<file path="src/pt_pkg.sv">
package pt_pkg;

  // ****************************************************************
  // Register map.
  // ****************************************************************
  localparam logic [7:0] PT_ADDR_INTCTL = 8'h0b;
  localparam logic [7:0] PT_ADDR_FLAGS = 8'h0c;
  localparam logic [7:0] PT_ADDR_COUNT = 8'h11;
  localparam logic [7:0] PT_ADDR_CTRL = 8'h12;
  localparam logic [7:0] PT_ADDR_ENABLES = 8'h8c;
  localparam logic [7:0] PT_ADDR_LIMIT = 8'h92;
  localparam logic [7:0] PT_ADDR_FLAG_CLR = 8'h93;

  // ****************************************************************
  // Field positions and reset values.
  // ****************************************************************
  localparam int PT_CTRL_RUN_BIT = 2;
  localparam int PT_MATCH_FLAG_BIT = 1;
  localparam int PT_GIE_BIT = 7;
  localparam int PT_PERIPHERAL_IRQ_ENABLE_BIT = 6;
  localparam logic [7:0] PT_CTRL_WMASK = 8'h7f;
  localparam logic [7:0] PT_FLAGS_WMASK = 8'h4f;
  localparam logic [7:0] PT_CTRL_RST = 8'h00;
  localparam logic [7:0] PT_COUNT_RST = 8'h00;
  localparam logic [7:0] PT_LIMIT_RST = 8'hff;
  localparam logic [7:0] PT_IRQ_RST = 8'h00;
  localparam logic [3:0] PT_PRE_DIV4_LAST = 4'h3;
  localparam logic [3:0] PT_PRE_DIV16_LAST = 4'hf;

  // ****************************************************************
  // Types.
  // ****************************************************************
  typedef struct packed {
    logic reserved;
    logic [3:0] output_postscale_select;
    logic timer_run_enable;
    logic [1:0] input_prescale_select;
  } pt_ctrl_type;

  typedef struct packed {
    logic [7:0] addr;
    logic [7:0] wdata;
    logic wr;
    logic rd;
  } pt_bus_type;

  typedef enum logic [1:0] {
    PT_PRE_DIV1 = 2'b00,
    PT_PRE_DIV4 = 2'b01,
    PT_PRE_DIV16 = 2'b10
  } pt_pre_type;

endpackage

</file>
<file path="src/pt_divider.sv">
`timescale 1ns/1ns
// Generic wrap-around event divider used by both the prescaler and postscaler.
module pt_divider
  import pt_pkg::*;
(
  // Clock and reset.
  input wire logic ref_clk_i,
  input wire logic sys_rst_i,
  // Control.
  input wire logic clear_i,
  input wire logic event_i,
  input wire logic [3:0] last_i,
  // Result.
  output logic tick_o
);

  logic [3:0] cnt_reg;
  logic [3:0] cnt_next;
  logic tick_reg;
  logic tick_next;

  // ****************************************************************
  // Counting.
  // ****************************************************************

  // Clear beats an event so a write always restarts the ratio cleanly.
  always_comb begin
    cnt_next = cnt_reg;
    tick_next = 1'b0;
    if (clear_i) begin
      cnt_next = 4'h0;
    end else if (event_i) begin
      if (cnt_reg >= last_i) begin
        cnt_next = 4'h0;
        tick_next = 1'b1;
      end else begin
        cnt_next = cnt_reg + 4'h1;
      end
    end
  end

  // Registers only.
  always_ff @(posedge ref_clk_i) begin
    if (sys_rst_i) begin
      cnt_reg <= 4'h0;
      tick_reg <= 1'b0;
    end else begin
      cnt_reg <= cnt_next;
      tick_reg <= tick_next;
    end
  end

  assign tick_o = tick_reg;

endmodule

</file>
<file path="src/pt_timer.sv">
`timescale 1ns/1ns

// Operation
// - Postscale field value plus one divides match events reaching the flag.
// - Control bit 2 runs the counter; cleared it holds its value.
// - Prescale field: 00 divides by 1, 01 by 4, 1x by 16.
// - Counter counts up from 00h and wraps to 00h after equalling period.
// - Period register is readable, writable and resets to FFh.
// - Raw match pulse before the postscaler goes to the serial port.
// - Control bit 7 reads zero; control resets to zero.
// - Prescaler runs from the instruction clock; match sets flag bit 1.
// - Count or control write, or reset, clears prescaler and postscaler.
// - Control write leaves the count value untouched.
// - Count register is readable, writable and resets to zero.
module pt_timer
  import pt_pkg::*;
(
  // Clock and reset.
  input wire logic ref_clk_i,
  input wire logic sys_rst_i,
  // Instruction-clock tick (one cycle per instruction cycle).
  input wire logic instr_tick_i,
  // Register port.
  input wire logic [7:0] addr_i,
  input wire logic [7:0] wdata_i,
  input wire logic wr_i,
  input wire logic rd_i,
  output logic [7:0] rdata_o,
  // Events.
  output logic match_pulse_o,
  output logic irq_o
);

  pt_bus_type bus;
  pt_ctrl_type ctrl_reg;
  pt_ctrl_type ctrl_next;
  logic [7:0] count_reg;
  logic [7:0] count_next;
  logic [7:0] limit_reg;
  logic [7:0] limit_next;
  logic [7:0] flags_reg;
  logic [7:0] flags_next;
  logic [7:0] enables_reg;
  logic [7:0] enables_next;
  logic [7:0] intctl_reg;
  logic [7:0] intctl_next;
  logic [7:0] rdata_reg;
  logic [7:0] rdata_next;
  logic match_reg;
  logic match_next;
  logic irq_reg;
  logic irq_next;
  logic div_clear;
  logic pre_event;
  logic pre_tick;
  logic post_tick;
  logic [3:0] pre_last;

  assign bus = '{addr: addr_i, wdata: wdata_i, wr: wr_i, rd: rd_i};

  // ****************************************************************
  // Prescaler and postscaler.
  // ****************************************************************

  // Dividers restart on count or control writes.
  assign div_clear = bus.wr && (bus.addr == PT_ADDR_COUNT || bus.addr == PT_ADDR_CTRL);

  // The prescaler only sees instruction ticks while the timer runs.
  assign pre_event = instr_tick_i && ctrl_reg.timer_run_enable;

  // Prescale ratio selection; code 1x both mean divide by 16.
  always_comb begin
    case (ctrl_reg.input_prescale_select)
      PT_PRE_DIV1: pre_last = 4'h0;
      PT_PRE_DIV4: pre_last = PT_PRE_DIV4_LAST;
      default: pre_last = PT_PRE_DIV16_LAST;
    endcase
  end

  pt_divider u_pre (
    .ref_clk_i(ref_clk_i),
    .sys_rst_i(sys_rst_i),
    .clear_i(div_clear),
    .event_i(pre_event),
    .last_i(pre_last),
    .tick_o(pre_tick)
  );

  // Postscaler divides raw matches by field plus one.
  pt_divider u_post (
    .ref_clk_i(ref_clk_i),
    .sys_rst_i(sys_rst_i),
    .clear_i(div_clear),
    .event_i(match_reg),
    .last_i(ctrl_reg.output_postscale_select),
    .tick_o(post_tick)
  );

  // ****************************************************************
  // Counter and registers.
  // ****************************************************************

  // Next-state for counter, control and interrupt registers.
  always_comb begin
    ctrl_next = ctrl_reg;
    count_next = count_reg;
    limit_next = limit_reg;
    flags_next = flags_reg;
    enables_next = enables_reg;
    intctl_next = intctl_reg;
    match_next = 1'b0;
    // The prescaler tick is gated by run so a halted timer holds.
    if (pre_tick && ctrl_reg.timer_run_enable) begin
      if (count_reg == limit_reg) begin
        count_next = 8'h00;
        match_next = 1'b1;
      end else begin
        count_next = count_reg + 8'h01;
      end
    end
    if (bus.wr) begin
      case (bus.addr)
        PT_ADDR_COUNT: count_next = bus.wdata;
        PT_ADDR_CTRL: ctrl_next = pt_ctrl_type'(bus.wdata & PT_CTRL_WMASK);
        PT_ADDR_LIMIT: limit_next = bus.wdata;
        PT_ADDR_FLAGS: flags_next = bus.wdata & PT_FLAGS_WMASK;
        PT_ADDR_FLAG_CLR: flags_next = flags_reg & ~bus.wdata;
        PT_ADDR_ENABLES: enables_next = bus.wdata;
        PT_ADDR_INTCTL: intctl_next = bus.wdata;
        default: begin
        end
      endcase
    end
    // Hardware set wins over a same-cycle software clear.
    if (post_tick) begin
      flags_next[PT_MATCH_FLAG_BIT] = 1'b1;
    end
  end

  // Interrupt request needs flag, its enable and both global gates.
  always_comb begin
    irq_next = (|(flags_reg & enables_reg)) && intctl_reg[PT_PERIPHERAL_IRQ_ENABLE_BIT]
      && intctl_reg[PT_GIE_BIT];
  end

  // Read mux; unmapped addresses read zero, bit 7 of control reads zero.
  always_comb begin
    rdata_next = 8'h00;
    if (bus.rd) begin
      case (bus.addr)
        PT_ADDR_COUNT: rdata_next = count_reg;
        PT_ADDR_CTRL: rdata_next = ctrl_reg & PT_CTRL_WMASK;
        PT_ADDR_LIMIT: rdata_next = limit_reg;
        PT_ADDR_FLAGS: rdata_next = flags_reg;
        PT_ADDR_ENABLES: rdata_next = enables_reg;
        PT_ADDR_INTCTL: rdata_next = intctl_reg;
        default: rdata_next = 8'h00;
      endcase
    end
  end

  // Register stage; all resets return documented values.
  always_ff @(posedge ref_clk_i) begin
    if (sys_rst_i) begin
      ctrl_reg <= pt_ctrl_type'(PT_CTRL_RST);
      count_reg <= PT_COUNT_RST;
      limit_reg <= PT_LIMIT_RST;
      flags_reg <= PT_IRQ_RST;
      enables_reg <= PT_IRQ_RST;
      intctl_reg <= PT_IRQ_RST;
      rdata_reg <= 8'h00;
      match_reg <= 1'b0;
      irq_reg <= 1'b0;
    end else begin
      ctrl_reg <= ctrl_next;
      count_reg <= count_next;
      limit_reg <= limit_next;
      flags_reg <= flags_next;
      enables_reg <= enables_next;
      intctl_reg <= intctl_next;
      rdata_reg <= rdata_next;
      match_reg <= match_next;
      irq_reg <= irq_next;
    end
  end

  assign rdata_o = rdata_reg;
  assign match_pulse_o = match_reg;
  assign irq_o = irq_reg;

endmodule

</file>
<file path="config.mk">
export PLATFORM = sky130hd
export DESIGN_NAME = pt_timer
export DESIGN_NICKNAME = d
export VERILOG_FILES = /design/src/pt_pkg.sv /design/src/pt_divider.sv /design/src/pt_timer.sv
export SDC_FILE = /design/constraint.sdc
export NUM_CORES = 1
export LEC_CHECK = 0
export BUFFER_PORTS_ARGS = -buffer_cell sky130_fd_sc_hd__buf_2
export CAP_MARGIN = 20
export CORE_MARGIN = 3
export CORE_UTILIZATION = 58
export CTS_BUF_LIST = sky130_fd_sc_hd__clkbuf_4 sky130_fd_sc_hd__clkbuf_8 sky130_fd_sc_hd__clkbuf_16
export CTS_CLUSTER_SIZE = 14
export DETAILED_ROUTE_END_ITERATION = 10
export PLACE_DENSITY = 0.76
export SLEW_MARGIN = 15
export SYNTH_ARGS = -nofsm -noshare
export SYNTH_HDL_FRONTEND = slang
export SYNTH_SLANG_ARGS = --single-unit
</file>
<file path="constraint.sdc">
create_clock -name ref_clk_i -period 4.13 [get_ports ref_clk_i]
set_input_delay 0.413 -clock ref_clk_i [delete_from_list [all_inputs] [get_ports ref_clk_i]]
set_output_delay 0.413 -clock ref_clk_i [all_outputs]
set_load 0.01 [all_outputs]
</file>
# Word-level counts from Yosys, hierarchy flattened
# Index checks and enable logic that the tools add are counted.
dict set report word_totals {
  register_bits 67
  out_inout_bits 10
  wordCells 73
}
dict set report op_classes {
  addsub 3
  n_lt_le_gt_ge 2
  eq_ne 9
  n_mux 14
  n_bitwise 7
  reduce_logical 22
}
# operator n
set op_table {}
lappend op_table {{one-hot mux 8 bit (6 select lines)} 1}
lappend op_table {{two-way mux 8 bit} 4}
lappend op_table {{== test 8 bit, second input constant} 3}
lappend op_table {{AND 8 bit} 2}
lappend op_table {{== test 8 x 4 -> 1 bit, second input constant} 2}
lappend op_table {{== test 8 x 5 -> 1 bit, second input constant} 2}
lappend op_table {{one-hot mux 8 bit (2 select lines)} 1}
lappend op_table {{AND reduction 2 bit} 6}
lappend op_table {{adder 4 x 1 -> 4 bit, second input constant} 2}
lappend op_table {{adder 8 x 1 -> 8 bit, second input constant} 1}
lappend op_table {{== test 8 bit} 1}
lappend op_table {{greater-or-equal comparator 4 bit} 2}
lappend op_table {{two-way mux 4 bit} 2}
lappend op_table {{NOT 8 bit} 1}
lappend op_table {{one-hot mux 4 bit (2 select lines)} 1}
lappend op_table {{OR reduction 8 bit} 1}
lappend op_table {{OR reduction 2 bit} 3}
lappend op_table {{OR reduction 3 bit} 2}
lappend op_table {{logical AND 1 bit} 5}
lappend op_table {{two-way mux 1 bit} 4}
lappend op_table {{NOT 1 bit} 4}
lappend op_table {{nonzero test 2 bit} 2}
lappend op_table {{nonzero test 3 bit} 1}
lappend op_table {{== test 2 x 1 -> 1 bit, second input constant} 1}
lappend op_table {{3 further kinds} 3}

# Longest topological paths before layout
dict set report logic_depth {
  ltp_word 5
  mapped_depth 7
  ltp_nobuf 7
}

# Hierarchy
# A second synthesis with hierarchy kept.
dict set report unflattened {
  cells_unflattened 397
  hier_area_um2 3545.9
}
# mod instances cells_each area_each_um2 seq_area_each_um2
set modules_own_cells {}
lappend modules_own_cells {pt_timer 1 323 2880.3 1141.1}
lappend modules_own_cells {pt_divider 2 37 332.8 100.1}

# Worst setup path before layout
# No wires, ideal clock.
dict set report synth_timing {
  kind {input to register}
  from {in addr_i[5]}
  to {reg limit_reg[0]}
  setup_ns 0.129
  arrival_ns 1.789
  required_time_ns 4.001
  path_slack_ns 2.212
  stages 7
  path_buffers 2
  cell_sequence {or4_4 nor2_4 buf_6 and4_4 buf_12 mux2i_1 nand2_1}
}
dict set report synth_between {
  elab_chain_len 2
}
# item line_no
set synth_rtl {}
lappend synth_rtl {{start, declared} pt_timer.sv:24} ;# input wire logic [7:0] addr_i,
lappend synth_rtl {{== test 8 bit} pt_timer.sv:122} ;# case (bus.addr)
lappend synth_rtl {{AND reduction 2 bit (no source line)} --}
lappend synth_rtl {{end signal, assigned} pt_timer.sv:177} ;# limit_reg <= limit_next;
lappend synth_rtl {{end, declared} pt_timer.sv:39} ;# logic [7:0] limit_reg;
# No other way between the ends.
# A chain may end at the register's enable or synchronous reset.

# Worst setup path in the final report
dict set report layout_timing {
  from {in addr_i[5]}
  to {reg ctrl_reg[2] (netlist bit)}
}
dict set report layout_between {
  elab_chain_len 2
}
# item line_no
set layout_rtl {}
lappend layout_rtl {{== test 8 x 5 -> 1 bit} pt_timer.sv:122}
lappend layout_rtl {{AND reduction 2 bit (no source line)} --}
lappend layout_rtl {{end signal, assigned} pt_timer.sv:165} ;# ctrl_reg <= pt_ctrl_type'(PT_CTRL_RST);
lappend layout_rtl {{end signal, assigned} pt_timer.sv:175} ;# ctrl_reg <= ctrl_next;
lappend layout_rtl {{end, declared} pt_timer.sv:35} ;# pt_ctrl_type ctrl_reg;
# No other way between the ends.

==> results.yml <==
setup_path:
  slowest_stage: "or4_4"
  cp_top_family: "simple AND/OR/NAND/NOR gates"
  timing.rr.start: "ctrl_reg[1]"
  end_kind: "flip-flop"
  worstPathMaxFanout: 13
  path_cells: "buf_2, or4_4, nor2_4, and4b_1, mux2i_1, nor2_1"
  crit_path_start_kind: "input pin"
  r2r_cells: 7
  path_depth: 6
  r2r_setup_slack_ns: 2.17
  slowest_delay_ns: 0.57
  arrival_ns: 2.18
  path_buf_inv: 1
  timing.critical_path.from: "addr_i[5]"
  r2r_end: "u_pre.cnt_reg[2]"
  path_class: "in2reg"
  cp-endpoint: "ctrl_reg[2]"
  cp.required_ns: 4.33
synth:
  syn_inst: 361
  synthFlopType: "dfxtp_1"
  syn_avg_cell_area_um2: 9.21
  async_flop_share_pct: 0
  synth_edf_count: 0
  synth.distinct_cells: 51
  ys_seq_area_share_pct: 40.3
  synth_area_mm2: 0.00333
  ys_seq_elements: 67
  ys_warn_count: 0
  syn_nets: 393
global_routing:
  busiest_layer: "met2"
  grt_use_total_pct: 25.0
  use_met2_pct: 39.1
  grt_use_met3_pct: 4.82
  grt_pass1_wl_um: 12700
  use_met1_pct: 34.4
  grt_max_degree: 38
  grt_pass1_vias: 2601
  antenna_found_initial: 0
  grt.overflow.total: 0
clock_network:
  cts_buffers: 9
  cts_resized: 0
  cts-root-buf: "clkbuf_8"
  path_clk_slew_ns: 0.07
  clockBufferDepth: 2
  post-cts-setup-buffer-count: 0
  ctsHoldBuffers: 0
  cts_max_level: 3
  clkLatencyLatePin_ns: 0.34
  cts_tree: "built"
  cts_sinks: 67
drt:
  via_per_inst: 6.16
  drtIter0Drc: 307
  vias: 2809
  final_antenna_net_count: 0
  drc: 0
  wirelength_um: 7920
  firstDrtPassIters: 6
  routedWlPerCell_um: 17.4
cells_and_area:
  final_common_cell: "dfxtp_1"
  drive_gt1_share_pct: 14.0
  n_antenna_cell: 0
  area_delta_synth_final_pct: 9.82
  nets: 414
  instances_no_fill: 456
  final_cell_mix: "dfxtp_1 (67), mux2i_1 (38), nor2_1 (33)"
  post-route-util_pct: 68.5
worst_hold_path:
  hold_depth: 2
  hp-start: "wdata_i[7]"
  hp-class: "in2reg"
floorplan:
  die_x_um: 81.7
  die_h_um: 81.7
  start_util_pct: 62.3
  core.rowCount: 26
  dieArea_mm2: 0.00668
  pin_count: 31
  core_mm2: 0.00534
sta:
  slew_viol_final: 0
  rsz0062_at_grt: "false"
  timing.final.ws_setup_ns: 2.16
  tightestPinTransition_ns: 0.779
  relSlewSlack_pct: 48.0
  skew_ns: 0.00624
  final.setup.tns_ns: 0
  post-route-period-util_pct: 47.7
  period_needed_ns: 1.97
  fmax_ghz: 0.507
  final_hold_viol_count: 0
  setup_viol_count_final: 0
  hold_ws_ns: 0.334
job:
  drv_cap: 0
placement:
  dp_hpwl_um: 5660
  port_buffers: 30
  gp_congestion: 0.886
  pre_cts_slack_ns: 1.83
  dp_cells: 441
outcome:
  outcome: "complete, no violations"
pwr:
  p_leak_nw: 1.38
  ir_worst_vdd_v: 0.000274
  powerDensity_mw_per_mm2: 344
==> cell families (layout without fill, tap and decap cells) <==
kind of cell             Yosys count  in the layout  synth area share [%]
AO/OA/AOI/OAI                     70             70                  15.1
XOR/XNOR                          20             20                  5.27
adder cells (fa/ha/maj)           11             11                  4.14
buffers and inverters             34             59                  5.08
flip-flops                        67             67                  40.3
multiplexers                      38             38                  11.4
AND/OR/NAND/NOR                  121            121                  18.6
==> how the worst min path moves through the flow <==
stage	endpoint	slack, ns
final	flags_reg[7]	0.33
after global routing	flags_reg[7]	0.33
after CTS	flags_reg[7]	0.32
after detailed placement	flags_reg[7]	0.46
after global placement	flags_reg[7]	0.44
after floorplan	flags_reg[5]	0.42
==> worst reg2reg max path, stage by stage (launching register included) <==
cell and delay [ns]:
dfxtp_1 0.36, or2_2 0.31, ha_1 0.27, nand2b_1 0.14, a21o_1 0.17, a211oi_1 0.29, nor2_1 0.16, nor3_1 0.19
==> layout make-up <==
class                           instances  area, um2
Fill cell                             447       1680
Inverter                               13       48.8
Clock inverter                          2       35.0
Multi-Input combinational cell        260       1820
Timing Repair Buffer                   31        158
Tap cell                               70       87.6
Sequential cell                        67       1340
Clock buffer                           13        166
==> cells in the mapped netlist (all sizes together), types with 3 or more instances <==
cell type | number | area, um2
a211oi | 5 | 37.5
a21oi | 20 | 100
a22o | 6 | 52.6
a22oi | 17 | 128
and2 | 4 | 25.0
and3 | 3 | 18.8
and4 | 3 | 30.0
buf | 9 | 73.8
clkbuf | 12 | 46.3
dfxtp | 67 | 1340
ha | 11 | 138
inv | 13 | 48.8
mux2i | 38 | 380
nand2 | 31 | 116
nand3 | 12 | 60.1
nand4 | 8 | 50.1
nor2 | 34 | 135
nor2b | 3 | 18.8
nor3 | 12 | 65.1
nor4 | 3 | 33.8
o21ai | 5 | 25.0
o2bb2ai | 7 | 61.3
xnor2 | 7 | 61.3
xor2 | 13 | 114
==> power by group <==
part | internal (mW) | switching, mW | total (mW)
Clock | 0.321 | 0.225 | 0.546
Combinational | 0.0164 | 0.0451 | 0.0615
Sequential | 0.647 | 0.000618 | 0.647
Total | 0.984 | 0.271 | 1.25
==> routing by layer <==
layer,wire (um),up-vias
li1,-,1336
met1,3650,1313
met2,3490,133
met3,619,27
met4,163,0
met5,0,-
==> metrics by stage <==
step | power, mW | area, um2
floorplan | 0.696 | 3330
global placement | 0.721 | 3450
detailed placement | 0.722 | 3450
CTS | 1.26 | 3650
global route | 1.29 | 3650
finish | 1.25 | 3650
Note: power is estimated with default switching activity, not from simulation.
